`config.mk`:
```
export PLATFORM = sky130hd
export DESIGN_NAME = adcso_top
export DESIGN_NICKNAME = d
export VERILOG_FILES = /design/src/adcso_pkg.sv /design/src/adcso_sync.sv /design/src/adcso_top.sv
export SDC_FILE = /design/constraint.sdc
export NUM_CORES = 1
export LEC_CHECK = 0
export ABC_AREA = 1
export BUFFER_PORTS_ARGS = -buffer_cell sky130_fd_sc_hd__buf_4
export CORE_MARGIN = 10
export CORE_UTILIZATION = 58
export DETAILED_ROUTE_END_ITERATION = 6
export PLACE_DENSITY = 0.81
export SYNTH_ARGS = -nofsm -noshare
export SYNTH_HDL_FRONTEND = slang
export SYNTH_SLANG_ARGS = --single-unit
```
`constraint.sdc`:
```
create_clock -name sys_clk -period 3.4 [get_ports sys_clk]
set_input_delay 0.68 -clock sys_clk [delete_from_list [all_inputs] [get_ports sys_clk]]
set_output_delay 0.68 -clock sys_clk [all_outputs]
set_load 0.02 [all_outputs]
```
`src/adcso_pkg.sv`:
```
package adcso_pkg;
   localparam int SYS_CLK_PERIOD_NS = 20;
   localparam int INT_CONV_HALF_NS = 200;
   localparam int INT_HALF_CYCLES_I = (INT_CONV_HALF_NS / SYS_CLK_PERIOD_NS < 1) ? 1 :
      INT_CONV_HALF_NS / SYS_CLK_PERIOD_NS;
   localparam logic [7:0] INT_HALF_CYCLES = INT_HALF_CYCLES_I[7:0];
   localparam int RESULT_BITS = 12;
   localparam int WORD_BITS = 16;
   localparam logic [5:0] CONV_HALF_TICKS = 6'h20;
   localparam logic [11:0] RESULT_RESET = 12'h000;

   typedef enum logic [2:0] {
      ADCSO_IDLE = 3'b001,
      ADCSO_CONV = 3'b010,
      ADCSO_DONE = 3'b100
   } adcso_state_t;

   typedef struct packed {
      logic clk;
      logic data;
      logic strobe_n;
   } adcso_serial_t;
endpackage

```
`src/adcso_sync.sv`:
```
`timescale 1ns/1ns
module adcso_sync (
   input wire logic sys_clk,
   input wire logic rst_n,
   input wire logic async_in,
   output logic level,
   output logic rise,
   output logic fall
);
   logic [2:0] stage;
   logic [2:0] next_stage;
   logic next_level;

   always_comb begin
      next_stage = {stage[1:0], async_in};
      next_level = (stage[2] == stage[1]) ? stage[1] : level;
   end

   always_ff @(posedge sys_clk or negedge rst_n) begin
      if (!rst_n) begin
         stage <= 3'h0;
         level <= 1'b0;
      end else begin
         stage <= next_stage;
         level <= next_level;
      end
   end

   assign rise = next_level & ~level;
   assign fall = ~next_level & level;
endmodule

```
`src/adcso_top.sv`:
```
`timescale 1ns/1ns
module adcso_top
   import adcso_pkg::*;
(
   input wire logic sys_clk,
   input wire logic rst_n,
   input wire logic format_continuous,
   input wire logic clock_internal,
   input wire logic ext_conv_clk,
   input wire logic standalone_mode,
   input wire logic conv_start_n,
   input wire logic cs_n,
   input wire logic rd_n,
   input wire logic [RESULT_BITS-1:0] sample_in,
   output logic serial_clk,
   output logic serial_data_out,
   output logic serial_word_strobe_n,
   output logic busy_n,
   output logic [RESULT_BITS-1:0] parallel_result_bits,
   output logic parallel_oe
);
   logic rst_meta_n;
   logic rst_sync_n;
   logic ext_clk_level;
   logic ext_clk_rise;
   logic ext_clk_fall;
   logic start_level;
   logic start_fall;
   logic cs_level;
   logic cs_fall;
   logic rd_level;
   logic fmt_level;
   logic int_level;
   logic sa_level;
   logic [7:0] div_cnt;
   logic [7:0] next_div_cnt;
   logic half_tick;
   logic phase_high;
   logic next_phase_high;
   adcso_state_t state;
   adcso_state_t next_state;
   logic [5:0] tick_cnt;
   logic [5:0] next_tick_cnt;
   logic [WORD_BITS-1:0] shift;
   logic [WORD_BITS-1:0] next_shift;
   logic [RESULT_BITS-1:0] held;
   logic [RESULT_BITS-1:0] next_held;
   logic [RESULT_BITS-1:0] next_result;
   adcso_serial_t ser;
   adcso_serial_t next_ser;
   logic next_busy_n;
   logic next_oe;
   logic start_req;

   always_ff @(posedge sys_clk or negedge rst_n) begin
      if (!rst_n) begin
         rst_meta_n <= 1'b0;
         rst_sync_n <= 1'b0;
      end else begin
         rst_meta_n <= 1'b1;
         rst_sync_n <= rst_meta_n;
      end
   end

   adcso_sync u_ext_clk (
      .sys_clk(sys_clk),
      .rst_n(rst_sync_n),
      .async_in(ext_conv_clk),
      .level(ext_clk_level),
      .rise(ext_clk_rise),
      .fall(ext_clk_fall)
   );

   adcso_sync u_start (
      .sys_clk(sys_clk),
      .rst_n(rst_sync_n),
      .async_in(~conv_start_n),
      .level(start_level),
      .rise(start_fall),
      .fall()
   );

   adcso_sync u_cs (
      .sys_clk(sys_clk),
      .rst_n(rst_sync_n),
      .async_in(~cs_n),
      .level(cs_level),
      .rise(cs_fall),
      .fall()
   );

   adcso_sync u_rd (
      .sys_clk(sys_clk),
      .rst_n(rst_sync_n),
      .async_in(~rd_n),
      .level(rd_level),
      .rise(),
      .fall()
   );

   adcso_sync u_fmt (
      .sys_clk(sys_clk),
      .rst_n(rst_sync_n),
      .async_in(format_continuous),
      .level(fmt_level),
      .rise(),
      .fall()
   );

   adcso_sync u_int (
      .sys_clk(sys_clk),
      .rst_n(rst_sync_n),
      .async_in(clock_internal),
      .level(int_level),
      .rise(),
      .fall()
   );

   adcso_sync u_sa (
      .sys_clk(sys_clk),
      .rst_n(rst_sync_n),
      .async_in(standalone_mode),
      .level(sa_level),
      .rise(),
      .fall()
   );

   // Conversion clock half periods
   always_comb begin
      next_div_cnt = 8'h00;
      half_tick = 1'b0;
      if (int_level) begin
         if (div_cnt >= INT_HALF_CYCLES - 8'h01) begin
            half_tick = 1'b1;
         end else begin
            next_div_cnt = div_cnt + 8'h01;
         end
      end else begin
         half_tick = ext_clk_rise | ext_clk_fall;
      end
      next_phase_high = half_tick ? ~phase_high : phase_high;
   end

   always_ff @(posedge sys_clk or negedge rst_sync_n) begin
      if (!rst_sync_n) begin
         div_cnt <= 8'h00;
         phase_high <= 1'b0;
      end else begin
         div_cnt <= next_div_cnt;
         phase_high <= next_phase_high;
      end
   end

   assign start_req = sa_level ? cs_fall : start_fall;

   // Conversion sequence
   always_comb begin
      next_state = state;
      next_tick_cnt = tick_cnt;
      next_shift = shift;
      next_held = held;
      next_result = parallel_result_bits;
      next_busy_n = busy_n;
      next_ser = ser;
      case (state)
         ADCSO_IDLE: begin
            next_ser.data = 1'b0;
            next_ser.strobe_n = 1'b1;
            next_ser.clk = fmt_level ? phase_high : 1'b0;
            if (start_req) begin
               next_held = sample_in;
               next_shift = {{(WORD_BITS-RESULT_BITS){1'b0}}, sample_in};
               next_tick_cnt = 6'h00;
               next_busy_n = 1'b0;
               next_state = ADCSO_CONV;
            end
         end
         ADCSO_CONV: begin
            if (half_tick) begin
               next_tick_cnt = tick_cnt + 6'h01;
               if (!tick_cnt[0]) begin
                  next_ser.clk = 1'b1;
                  next_ser.data = shift[WORD_BITS-1];
                  next_ser.strobe_n = ~fmt_level;
                  next_shift = {shift[WORD_BITS-2:0], 1'b0};
               end else begin
                  next_ser.clk = 1'b0;
               end
               if (tick_cnt == CONV_HALF_TICKS - 6'h01) begin
                  next_result = held;
                  next_state = ADCSO_DONE;
               end
            end
         end
         ADCSO_DONE: begin
            next_busy_n = 1'b1;
            next_ser.strobe_n = 1'b1;
            next_ser.data = 1'b0;
            next_state = ADCSO_IDLE;
         end
         default: begin
            next_state = ADCSO_IDLE;
            next_busy_n = 1'b1;
         end
      endcase
      next_oe = rd_level & (sa_level | cs_level);
   end

   always_ff @(posedge sys_clk or negedge rst_sync_n) begin
      if (!rst_sync_n) begin
         state <= ADCSO_IDLE;
         tick_cnt <= 6'h00;
         shift <= 16'h0000;
         held <= RESULT_RESET;
         parallel_result_bits <= RESULT_RESET;
         busy_n <= 1'b1;
         ser <= '{clk: 1'b0, data: 1'b0, strobe_n: 1'b1};
         parallel_oe <= 1'b0;
      end else begin
         state <= next_state;
         tick_cnt <= next_tick_cnt;
         shift <= next_shift;
         held <= next_held;
         parallel_result_bits <= next_result;
         busy_n <= next_busy_n;
         ser <= next_ser;
         parallel_oe <= next_oe;
      end
   end

   assign serial_clk = ser.clk;
   assign serial_data_out = ser.data;
   assign serial_word_strobe_n = ser.strobe_n;
endmodule

```
# == After elaboration in Yosys (flattened, before gate mapping) ==
# Index checks and enable logic that the tools add are counted.
# totals
word_cells,101
output_inout_bits,17
reg_bits,93
input_bits,21
# classes
n_eq_ne,15
bitwise,17
add_sub_neg,2
reduce_logical,11
order_cmp,1
n_mux,27
# op_table
cell,n
$mux 16,3
$pmux 16 s2,1
$mux 8,2
$mux 3,4
$mux 6,2
$pmux 6 s2,1
$reduce_and 3->1,4
$not 1->1,10
$mux 1,9
$add 8x1->8 const B,1
$ge 8x4->1 const B,1
$ne 2x2->1 const B,4
$eq 1x1->1,7
$add 6x1->6 const B,1
$eq 6x5->1 const B,1
$pmux 3 s2,1
$reduce_and 2->1,3
$and 1x1->1,5
$pmux 1 s2,2
$pmux 2 s2,1
$reduce_and 4->1,1
$reduce_bool 2->1,2
$eq 3x1->1 const B,1
$eq 3x2->1 const B,1
other kinds (4),5

# == Longest topological paths before layout ==
# Gate-level depths: netlist (run 1).
# depth
depth_word,8
depth_mapped,12

# == By module ==
# Synthesis (run 1) repeated with hierarchy kept, for this count alone.
# unflattened
hier_cells,421
area_unflattened_um2,3829.9
# modules_own_cells
mod,instances,cells_per_inst,area_each_um2
adcso_top,1,344,2910.3
adcso_sync,7,11,131.4

# == Worst setup path after synthesis (run 1) ==
# OpenSTA, ideal clock, no wires.
# synth_path
kind,flip-flop to flip-flop
start,reg div_cnt[0]
end,reg shift[10]
stages_incl_launch_ff,12
arrival_ns,1.494
synth_period_minus_slack_ns,1.611
setup_slack_ns,1.789
path_cell_list,dfrtp_1 -> inv_1 -> ha_1 -> nand2_1 -> nand2_1 -> nand2_1 -> nand2_1 -> nand2_2 -> nand3_4 -> buf_6 -> nand2_1 -> nand2_1
# synth_between
elab_chain_cells,5
# synth_lines
item,line,source
start: declaration,adcso_top.sv:35,logic [7:0] div_cnt;
start signal: assignment,adcso_top.sv:149,div_cnt <= next_div_cnt;
$ge 8x4->1,adcso_top.sv:133,if (div_cnt >= INT_HALF_CYCLES - 8'h01) begin
$mux 1,adcso_top.sv:133,
$mux 1,adcso_top.sv:132,if (int_level) begin
$ne 2x2->1 (no source line),n/a,
$reduce_and 4->1 (no source line),n/a,
end signal: assignment,adcso_top.sv:222,shift <= next_shift;
end: declaration,adcso_top.sv:44,logic [WORD_BITS-1:0] shift;
# Every way passes these cells.
# A chain may end at the register's enable or synchronous reset.

# == Worst setup path in the final report (run 1) ==
# layout_path
start,reg div_cnt[0]
end,reg shift[5]
# The elaborated chain is that of the path after synthesis.

==> Flow_metrics.wiki, run 1 <==
{| class="wikitable"
! Metric !! Value
|-
| Result of the run || completed
|-
| Starting Density || 59.29%
|-
| Most frequent cells in the layout || 133 x nand2_1, 89 x dfrtp_1, 41 x buf_4
|-
| Final setup violation count || 0
|-
| RSZ-0062 raised after global routing || no
|-
| Maximum level of the CTS H-tree || 3
|-
| Estimated wirelength of the detail-placed design || 4.772 mm
|-
| Maximum number of pins on one net before global-route repair || 42
|-
| Worst hold path type || input pin to async pin
|-
| Share of the clock period used by the worst path || 60.14%
|-
| Worst ir drop on vdd || 499.5 uV
|-
| Cell family with most CP delay || simple AND/OR/NAND/NOR gates
|-
| Cell Area, Placed || 4100 sq um
|-
| I/O pin cnt || 38
|-
| Critical Path Start || div_cnt[0]
|-
| Layout Cell Area excl Fill || about 4300 sq um
|-
| Leak Pwr || 2.224 nW
|-
| Max-slew violation total from the final report || 0
|-
| Number of antenna violations at the first check in global routing || 0
|-
| Final-report hold violation count || 0
|-
| Critical Path, Cell by Cell || inv_1 -> ha_1 -> nand2_1 -> nand2_1 -> nand2_1 -> nand2_1 -> nand2_2 -> nand3_4 -> nand2_1 -> nand2_1
|-
| Total of buffers placed on input and output ports || 37
|-
| Routed length per instance || 13.12 um
|-
| Remaining routing DRC violations || 0
|-
| Die footprint || 10070 sq um
|-
| Max-cap viol count || 0
|-
| Critical Path Max Stage Delay || between 0.4 and 0.5 ns
|-
| Violation count after the first detailed-routing iteration || ~200
|-
| Setup TNS Final || 0 ns
|-
| X dimension of the die || 100.3 um
|-
| # placed instances || around 500
|-
| Post-detailed-route count of antenna-violating nets || 0
|-
| Area of the core region || 6314 sq um
|-
| Via count of the first global-routing pass || about 2500
|-
| Antenna cell count || 0
|-
| Signal arrival time at the worst endpoint || 2.29 ns
|-
| Post-detailed-route via-to-cell ratio || roughly 5
|-
| TritonCTS clock tree || done
|-
| Skew-Pair Late Insertion Delay || 0.36 ns
|-
| Via count of the routed design || 2605
|-
| Global placer's final weighted congestion || 0.7982
|-
| Cell with the most instances on the worst path || nand2_1
|-
| Data required time of the critical path || ~3.7 ns
|-
| Power density of the placed cells || ~660 nW/um^2
|-
| Clock-pin slew reported for the worst setup and hold paths after clock tree synthesis || 0.09 ns
|-
| Total routing usage reported by global routing || 14.20%
|-
| Inserted Clock Buffers || 9
|-
| Number of setup buffers added after CTS || 0
|-
| Distinct cell type count after synthesis || 29
|-
| CP Max Fanout || 18
|-
| Global-route wire length before repair || 11.69 mm
|-
| Crit path capture type || flip-flop
|-
| Cell with the largest stage delay on the worst path || dfrtp_1
|-
| Cts repair resizes || 0
|-
| Post-Layout Cell Count || between 500 and 600
|-
| Clock tree root driver cell || clkbuf_8
|-
| Post-CTS Hold Buffers || 0
|-
| Layout cells sized above 1 || 16.48%
|-
| Detailed-router iteration count before antenna repair || 4
|-
| Pin slew with the least headroom to its limit || 0.6766 ns
|-
| Final routed wirelength across all metal layers || 6.746 mm
|-
| Mean post-synth cell area || 9.624 sq um
|-
| Height of the die || 100.3 um
|-
| Net count, final || 457
|-
| Number of sinks on the clock net || between 90 and 100
|-
| CP startpoint kind || flip-flop
|-
| Startpoint-to-endpoint class of the critical path || flip-flop to flip-flop
|-
| Maximum count of clock buffers along a single path || 2
|-
| Crit path buffers/inverters || 1
|-
| Min Hold Slack || 0.08361 ns
|-
| Total number of placement rows || 29
|-
| Overall overflow remaining after global route || 0
|-
| Post-Syn Instances || 389
|-
| Maximum frequency from static timing analysis || 489.0 MHz
|-
| Post-synth design cell area || 3744 sq um
|-
| Commonest non-fill, non-tap cell in the layout || nand2_1
|-
| Synthesis warning total || 0
|-
| Normalized max-slew margin || 54.78%
|-
| Area growth syn-to-layout || 14.74%
|-
| R2r startpoint || div_cnt[0]
|-
| Sequential area share after synthesis || between 60% and 70%
|-
| Worst-case clock skew || 0.008947 ns
|-
| Clock period minus final worst setup slack || slightly above 2 ns
|-
| Flops & latches, synth || between 90 and 100
|}
per-stage QoR:
stage / total power [mW] / worst slack [ns] / util, %
final: 2.819 / 1.355 / 68.03
after global routing: 3.004 / 1.174 / 68.03
after CTS: 2.845 / 1.333 / 68.03
after detailed placement: 2.143 / 1.353 / 64.94
after global placement: 2.110 / 1.411 / 64.94
after floorplan: 1.955 / 0.6230 / -
routing by layer:
layer | routed length, um | part of all wire (%) | global-route usage [%]
met4 | 138 | 2.0 | 6.196
met2 | 3340 | 50 | 22.06
met3 | 331 | 4.9 | 4.190
met1 | 2935 | 44 | 18.02
met5 | 0 | 0 | 0
where the power goes:
part	switching [mW]	total (mW)	internal, mW
Combinational	0.442	0.664	0.222
Sequential	0.125	1.45	1.33
Clock	0.373	0.705	0.332
worst register-to-register path, cell delays in order, from the launching register on:
cell	delay (ns)
dfrtp_1	0.42
inv_1	0.06
ha_1	0.19
nand2_1	0.07
nand2_1	0.05
nand2_1	0.23
nand2_1	0.15
nand2_2	0.32
nand3_4	0.26
nand2_1	0.13
nand2_1	0.05
synth_stat cells, drive strengths merged:
library cell,number,area (sq um)
a211oi,1,7.510
a21oi,1,5.000
buf,7,43.79
clkbuf,5,18.77
conb,2,7.510
dfrtp,90,2252
dfstp,3,78.83
ha,4,50.05
inv,42,157.6
maj3,6,60.06
nand2,137,534.3
nand3,19,120.1
nand4,16,100.1
nor2,20,82.58
nor3,3,37.53
nor3b,1,7.510
o21a,1,7.510
o21ai,26,130.1
o31ai,1,7.510
xnor2,1,8.760
xor2,3,26.28
area by class of cell:
cell class | instances | area [sq um]
multi-input cells | 245 | 1204
repair buffers | 41 | 307.8
clock inverters | 3 | 26.28
well taps | 77 | 96.34
fillers | 492 | 2018
flip-flops and latches | 93 | 2335
inverters | 42 | 157.7
clock buffers | 13 | 168.9
registers in the layout, indices dropped and copies added (netlist names), 6 cells and up:
register,count
parallel_result_bits,12
held,12
tick_cnt,6
shift,16
div_cnt,8
logic make-up after synthesis:
family | Yosys count | synth area share, %
AO/OA/AOI/OAI | 30 | 4.211
XOR/XNOR | 4 | 0.9360
adder cells (fa/ha/maj) | 10 | 2.941
buffers and inverters | 54 | 5.882
flip-flops | 93 | 62.27
other | 2 | 0.2006
AND/OR/NAND/NOR | 196 | 23.56
path summary, 6_finish.rpt:
check	endpoint	cells past startpoint	slack (ns)
max reg2reg	shift[5]	10	1.36
min in group sys_clk	u_fmt.stage[1]	0	0.35
max	shift[5]	10	1.36
max in group asynchronous	state[0]	1	2.33
min reg2reg	u_sa.stage[2]	0	0.31
min	rst_sync_n	1	0.08
Power figures use the tool's default switching activity.
==> inputs of run 2 (changes only) <==
==> constraint.sdc (replaced) <==
create_clock -name sys_clk -period 2.1 [get_ports sys_clk]
set_input_delay 0.42 -clock sys_clk [delete_from_list [all_inputs] [get_ports sys_clk]]
set_output_delay 0.42 -clock sys_clk [all_outputs]
set_load 0.02 [all_outputs]
==> run 2 against run 1 <==
Clock power is 56% higher. Maximum frequency is 14% higher. Combinational power is 60% higher. Via count is 0.15% higher. Global-route usage is 0.12 points higher. Routed wire length hardly changed. Hold slack better by 0.091 ns. First-iteration DRC count is 8.2% higher. Die area stayed put. Register-to-register slack worse by 1.1 ns. Core utilization is 0.40 points higher. Critical path type unchanged. Highest routed layer unchanged.
==> Flow_metrics.wiki, run 2 (synthesized netlist as in run 1, its figures left out) <==
{| class="wikitable"
! Metric !! Value
|-
| Result of the run || completed (unchanged)
|-
| Detailed-router iteration count before antenna repair || 4 (unchanged)
|-
| Crit path capture type || flip-flop (unchanged)
|-
| Starting Density || 59.29% (unchanged)
|-
| Skew-Pair Late Insertion Delay || 0.35 ns (was 0.36 ns)
|-
| Worst ir drop on vdd || 742.1 uV (was 499.5 uV)
|-
| Antenna cell count || 0 (unchanged)
|-
| Post-detailed-route count of antenna-violating nets || 0 (unchanged)
|-
| CP Max Fanout || 24 (was 18)
|-
| Maximum number of pins on one net before global-route repair || 57 (was 42)
|-
| TritonCTS clock tree || done (unchanged)
|-
| Maximum level of the CTS H-tree || 3 (unchanged)
|-
| Global placer's final weighted congestion || 0.8312 (was 0.7982)
|-
| Critical Path, Cell by Cell || inv_1 -> nor3_4 -> nand2_1 -> nand2_1 -> o21ai_0 (was inv_1 -> ha_1 -> nand2_1 -> nand2_1 -> nand2_1 -> nand2_1 -> nand2_2 -> nand3_4 -> nand2_1 -> nand2_1)
|-
| X dimension of the die || 100.3 um (unchanged)
|-
| Setup TNS Final || 0 ns (unchanged)
|-
| Via count of the routed design || 2609 (was 2605)
|-
| Final routed wirelength across all metal layers || 6.742 mm (was 6.746 mm)
|-
| Critical Path Max Stage Delay || 0.58 ns (was 0.42 ns)
|-
| Power density of the placed cells || 1048 nW/um^2 (was 656.4 nW/um^2)
|-
| Final setup violation count || 0 (unchanged)
|-
| Clock-pin slew reported for the worst setup and hold paths after clock tree synthesis || 0.10 ns (was 0.09 ns)
|-
| Inserted Clock Buffers || 9 (unchanged)
|-
| Final total power || 4.526 mW (was 2.819 mW)
|-
| Crit path buffers/inverters || 1 (unchanged)
|-
| Signal arrival time at the worst endpoint || 2.01 ns (was 2.29 ns)
|-
| Terminating pin of the worst hold path || u_int.stage[0]
|-
| Multi-input gate area || 1204 sq um (unchanged)
|-
| Area growth syn-to-layout || 15.41% (was 14.74%)
|-
| Register with the most flip-flops || shift (unchanged)
|-
| Hold path startpoint || clock_internal
|-
| Filler cells || 490 (was 492)
|-
| R2r startpoint || state[0] (was div_cnt[0])
|-
| Height of the die || 100.3 um (unchanged)
|-
| Violation count after the first detailed-routing iteration || 211 (was 195)
|-
| Leak Pwr || 2.232 nW (was 2.224 nW)
|-
| GR met1 Demand/Resource || 17.70% (was 18.02%)
|-
| Startpoint-to-endpoint class of the critical path || flip-flop to flip-flop (unchanged)
|-
| Setup slack on the worst flop-to-flop path || 0.30 ns (was 1.36 ns)
|-
| Die footprint || 10070 sq um (unchanged)
|-
| Cell depth of the worst flop-to-flop path || 5 (was 10)
|-
| Normalized max-slew margin || 53.89% (was 54.78%)
|-
| Critical Path Stages || 5 (was 10)
|-
| Area of the core region || 6314 sq um (unchanged)
|-
| Most frequent cells in the layout || 133 x nand2_1, 89 x dfrtp_1, 44 x buf_4 (was 133 x nand2_1, 89 x dfrtp_1, 41 x buf_4)
|-
| CP startpoint kind || flip-flop (unchanged)
|-
| Commonest non-fill, non-tap cell in the layout || nand2_1 (unchanged)
|-
| Post-Layout Cell Count || 518 (was 514)
|-
| Net count, final || 461 (was 457)
|-
| Cell with the largest stage delay on the worst path || dfstp_2 (was dfrtp_1)
|-
| Number of sinks on the clock net || 93 (unchanged)
|-
| Data required time of the critical path || 2.31 ns (was 3.65 ns)
|-
| Clock tree root driver cell || clkbuf_8 (unchanged)
|-
| Total of buffers placed on input and output ports || 37 (unchanged)
|-
| Cell family with most CP delay || simple AND/OR/NAND/NOR gates (unchanged)
|-
| Global routing usage on met2 || 23.15% (was 22.06%)
|-
| Post-detailed-route via-to-cell ratio || 5.037 (was 5.068)
|-
| Max-slew violation total from the final report || 0 (unchanged)
|-
| I/O pin cnt || 38 (unchanged)
|-
| Worst-case clock skew || 0.01417 ns (was 0.008947 ns)
|-
| Remaining routing DRC violations || 0 (unchanged)
|-
| # placed instances || 501 (was 498)
|-
| Max-cap viol count || 0 (unchanged)
|-
| Total number of placement rows || 29 (unchanged)
|-
| RSZ-0062 raised after global routing || no (unchanged)
|-
| Estimated wirelength of the detail-placed design || 4.817 mm (was 4.772 mm)
|-
| Top flop regs || shift (16), held (12), parallel_result_bits (12) (unchanged)
|-
| Final-report hold violation count || 0 (unchanged)
|-
| Layout cells sized above 1 || 17.01% (was 16.48%)
|-
| Share of the clock period used by the worst path || 85.49% (was 60.14%)
|-
| Maximum count of clock buffers along a single path || 2 (unchanged)
|-
| Via count of the first global-routing pass || 2646 (was 2532)
|-
| Sequential Area || 2335 sq um (unchanged)
|-
| GR Util met3 || 4.121% (was 4.190%)
|-
| Overall overflow remaining after global route || 0 (unchanged)
|-
| Number of setup buffers added after CTS || 0 (unchanged)
|-
| Number of antenna violations at the first check in global routing || 0 (unchanged)
|-
| Endpoint of the lowest-slack register-to-register path || held[5] (was shift[5])
|-
| Pin slew with the least headroom to its limit || 0.6900 ns (was 0.6766 ns)
|-
| Global-route wire length before repair || 11.76 mm (was 11.69 mm)
|-
| Flip-flop count of the largest register, all copies and words added || 16 (unchanged)
|-
| Cell with the most instances on the worst path || nand2_1 (unchanged)
|-
| Layer with the highest usage after global routing || met2 (unchanged)
|-
| Maximum frequency from static timing analysis || 557.0 MHz (was 489.0 MHz)
|-
| Clock period minus final worst setup slack || 1.795 ns (was 2.045 ns)
|-
| Routed length per instance || 13.02 um (was 13.12 um)
|-
| Total routing usage reported by global routing || 14.33% (was 14.20%)
|-
| Instance count along the most critical hold path || 1
|-
| Worst hold path type || input pin to flip-flop (was input pin to async pin)
|}
==> run 2: cell types whose count changed in the layout (fill, tap and decap cells not counted), sizes merged <==
cell	previous run	this run
clkinv	2	1
dlygate4sd3	0	1
clkinvlp	0	2
buf	41	44
clkbuf	13	12
==> run 2: worst max path at each step <==
stage,to,start
4_1_cts,shift[10],div_cnt[0]
3_3_place_gp,shift[9],div_cnt[0]
3_5_place_dp,held[5],state[0]
5_1_grt,held[2],state[0]
2_1_floorplan,shift[10],div_cnt[0]
6_report,held[5],state[0]
==> run 2: layout make-up <==
cell class	count	share of cell area (%)
Clock inverter	4	0.7530
Clock buffer	12	3.591
Timing Repair Buffer	45	7.877
Tap cell	77	2.230
Multi-Input combinational cell	245	27.86
Sequential cell	93	54.04
Inverter	42	3.649
==> run 2: power breakdown <==
| part | leakage, nW | internal, mW | total [mW] | switching, mW |
|---|---|---|---|---|
| clock | 0.0892 | 0.502 | 1.10 | 0.599 |
| combinational | 0.978 | 0.363 | 1.06 | 0.700 |
| sequential | 1.17 | 2.15 | 2.36 | 0.216 |
| total | 2.23 | 3.01 | 4.53 | 1.52 |
==> run 2: timing repair <==
item / in CTS / in global routing
hold buffers: 1 / 0
hold endpoints to repair: 2 / 0
gates resized for setup: 0 / 0
==> run 2: metrics by stage <==
step / hold slack [ns] / area (sq um) / setup slack, ns / util [%]
2_1_floorplan: 0.1244 / 3756 / 0.4888 / -
3_3_place_gp: 0.2033 / 4123 / 0.4196 / 65.30
3_5_place_dp: 0.2035 / 4123 / 0.3147 / 65.30
4_1_cts: 0.1552 / 4320 / 0.2975 / 68.43
5_1_grt: 0.1436 / 4320 / 0.09757 / 68.43
6_report: 0.1742 / 4320 / 0.3047 / 68.43
==> run 2: metal layers <==
| metal | up-vias | wire length [um] |
|---|---|---|
| met5 | - | 0 |
| met4 | 0 | 149 |
| met3 | 11 | 257 |
| met2 | 47 | 3269 |
| met1 | 1235 | 3065 |
| li1 | 1316 | - |
==> inputs of run 3 (changes only) <==
--- a/config.mk
+++ b/config.mk
@@ -7,6 +7,7 @@
 export LEC_CHECK = 0
 export ABC_AREA = 1
 export BUFFER_PORTS_ARGS = -buffer_cell sky130_fd_sc_hd__buf_4
+export CORE_ASPECT_RATIO = 0.9
 export CORE_MARGIN = 10
 export CORE_UTILIZATION = 58
 export DETAILED_ROUTE_END_ITERATION = 6
==> run 3 against run 2 <==
Via count up 1.7%. Maximum frequency decreased by 1.6%. Final cell count rose by 1.9%. Core utilization rose by 2.4 points. Critical path depth grew 2. Non-clock buffer count up 1. Flip-flop and latch count is the same. Clock-buffer cell count decreased by 2. Sequential share of layout area fell by 0.71 points. Register-to-register slack lost 0.03 ns. Hold slack got worse by 0.013 ns. Critical endpoint is now shift[3]. Largest cell class unchanged.
==> Flow_metrics.wiki, run 3 (synthesized netlist as in run 1, its figures left out) <==
{| class="wikitable"
! Metric !! Value
|-
| Share of the clock period used by the worst path || 86.84% (was 85.49%)
|-
| Clock-pin slew reported for the worst setup and hold paths after clock tree synthesis || 0.09 ns (was 0.10 ns)
|-
| Height of the die || 96.22 um (was 100.3 um)
|-
| Clock tree root driver cell || clkbuf_8 (unchanged)
|-
| Antenna cell count || 0 (unchanged)
|-
| CP Max Fanout || 16 (was 24)
|-
| Worst hold path type || input pin to flip-flop (unchanged)
|-
| Final routed wirelength across all metal layers || 7.308 mm (was 6.742 mm)
|-
| Global-route wire length before repair || 12.47 mm (was 11.76 mm)
|-
| Startpoint-to-endpoint class of the critical path || flip-flop to flip-flop (unchanged)
|-
| Cts repair resizes || 0 (unchanged)
|-
| Pin slew with the least headroom to its limit || 0.5675 ns (was 0.6900 ns)
|-
| Overall overflow remaining after global route || 0 (unchanged)
|-
| Normalized max-slew margin || 62.17% (was 53.89%)
|-
| Starting Density || 60.55% (was 59.29%)
|-
| Clock period minus final worst setup slack || 1.824 ns (was 1.795 ns)
|-
| Flip-flop count of the largest register, all copies and words added || 16 (unchanged)
|-
| Global placer's final weighted congestion || 0.8001 (was 0.8312)
|-
| TritonCTS clock tree || done (unchanged)
|-
| Worst ir drop on vdd || 630.3 uV (was 742.1 uV)
|-
| Detailed-router iteration count before antenna repair || 4 (unchanged)
|-
| Crit path capture type || flip-flop (unchanged)
|-
| Result of the run || completed (unchanged)
|-
| Post-detailed-route via-to-cell ratio || 5.027 (was 5.037)
|-
| Filler cells || 477 (was 490)
|-
| Total of buffers placed on input and output ports || 37 (unchanged)
|-
| Max-slew violation total from the final report || 0 (unchanged)
|-
| Via count of the routed design || 2654 (was 2609)
|-
| I/O pin cnt || 38 (unchanged)
|-
| Inserted Clock Buffers || 9 (unchanged)
|-
| Maximum level of the CTS H-tree || 3 (unchanged)
|-
| Maximum frequency from static timing analysis || 548.3 MHz (was 557.0 MHz)
|-
| Leak Pwr || 2.255 nW (was 2.232 nW)
|-
| Worst-case clock skew || 0.007642 ns (was 0.01417 ns)
|-
| Net count, final || 462 (was 461)
|-
| Die footprint || 10070 sq um (about the same)
|-
| Final total power || 4.754 mW (was 4.526 mW)
|-
| Multi-input gate area || 1204 sq um (unchanged)
|-
| Post-Layout Cell Count || 528 (was 518)
|-
| Signal arrival time at the worst endpoint || 2.08 ns (was 2.01 ns)
|-
| Top flop regs || shift (16), held (12), parallel_result_bits (12) (unchanged)
|-
| Commonest non-fill, non-tap cell in the layout || nand2_1 (unchanged)
|-
| X dimension of the die || 104.7 um (was 100.3 um)
|-
| Number of sinks on the clock net || 93 (unchanged)
|-
| Cell Area, Placed || 4155 sq um (was 4123 sq um)
|-
| Layout cells sized above 1 || 17.01% (unchanged)
|-
| Sequential Area || 2335 sq um (unchanged)
|-
| Post-detailed-route count of antenna-violating nets || 0 (unchanged)
|-
| Skew-Pair Late Insertion Delay || 0.36 ns (was 0.35 ns)
|-
| Routed length per instance || 13.84 um (was 13.02 um)
|-
| Register with the most flip-flops || shift (unchanged)
|-
| Data required time of the critical path || 2.35 ns (was 2.31 ns)
|-
| Max-cap viol count || 0 (unchanged)
|-
| Total number of placement rows || 27 (was 29)
|-
| Final-report hold violation count || 0 (unchanged)
|-
| Remaining routing DRC violations || 0 (unchanged)
|-
| Min Hold Slack || 0.1610 ns (was 0.1742 ns)
|-
| Setup TNS Final || 0 ns (unchanged)
|-
| Layout Cell Area excl Fill || 4378 sq um (was 4320 sq um)
|-
| Maximum count of clock buffers along a single path || 2 (unchanged)
|-
| RSZ-0062 raised after global routing || no (unchanged)
|-
| Area of the core region || 6182 sq um (was 6314 sq um)
|-
| CP startpoint kind || flip-flop (unchanged)
|-
| Maximum number of pins on one net before global-route repair || 45 (was 57)
|-
| Number of antenna violations at the first check in global routing || 0 (unchanged)
|-
| Most frequent cells in the layout || 133 x nand2_1, 89 x dfrtp_1, 44 x buf_4 (unchanged)
|-
| Via count of the first global-routing pass || 2682 (was 2646)
|-
| Power density of the placed cells || 1086 nW/um^2 (was 1048 nW/um^2)
|-
| Violation count after the first detailed-routing iteration || 118 (was 211)
|-
| # placed instances || 512 (was 501)
|-
| Estimated wirelength of the detail-placed design || 5.180 mm (was 4.817 mm)
|-
| Total routing usage reported by global routing || 15.48% (was 14.33%)
|-
| Final setup violation count || 0 (unchanged)
|-
| Area growth syn-to-layout || 16.95% (was 15.41%)
|}
## run 3: power by group
part	leakage (nW)	internal, mW	total [mW]	switching, mW
sequential	1.17	2.15	2.37	0.219
clock	0.103	0.670	1.27	0.603
combinational	0.987	0.381	1.11	0.733
## run 3: worst max-delay path, stage by stage, from the launching register on
cell and delay (ns):
dfstp_2 0.58, inv_1 0.08, nor3_4 0.25, inv_1 0.18, nand2_4 0.22, nand3_4 0.21
nand2_1 0.14, nand2_1 0.06
## run 3: area by class of cell
cell class	instances	share of cell area, %
sequential	93	53.33
multi-input combinational	245	27.49
timing repair buffer	46	8.231
inverter	42	3.601
clock buffer	10	2.915
tap	87	2.486
clock inverter	5	1.943
## run 3: final timing paths
path                                 startpoint                      end  slack, ns  cells past startpoint
worst max-delay path                   state[0]                 shift[3]       0.28                      7
worst min-delay path            standalone_mode            u_sa.stage[0]       0.16                      1
worst max register to register         state[0]                 shift[3]       0.28                      7
worst min register to register       rst_sync_n              u_int.level       0.34                      0
max in group asynchronous            rst_sync_n  parallel_result_bits[7]       1.17                      1
min in group asynchronous            rst_sync_n              u_int.level       0.34                      0
## run 3: through the flow
stage,worst slack [ns],utilization [%]
floorplan,0.4888,-
global placement,0.3898,67.21
detailed placement,0.2994,67.21
CTS,0.2671,70.82
global route,0.1422,70.82
finish,0.2763,70.82
## run 3: layer usage
metal / vias to the layer above / wire [um] / GRT usage, %
li1: 1310 / - / -
met1: 1272 / 3139 / 17.73
met2: 59 / 3635 / 26.42
met3: 13 / 427 / 5.745
met4: 0 / 105 / 5.822
met5: - / 0 / 0
## run 3: timing repair
action | CTS | global route
setup buffers | 0 | 0
hold endpoints to repair | 2 | 0
hold buffers | 1 | 0
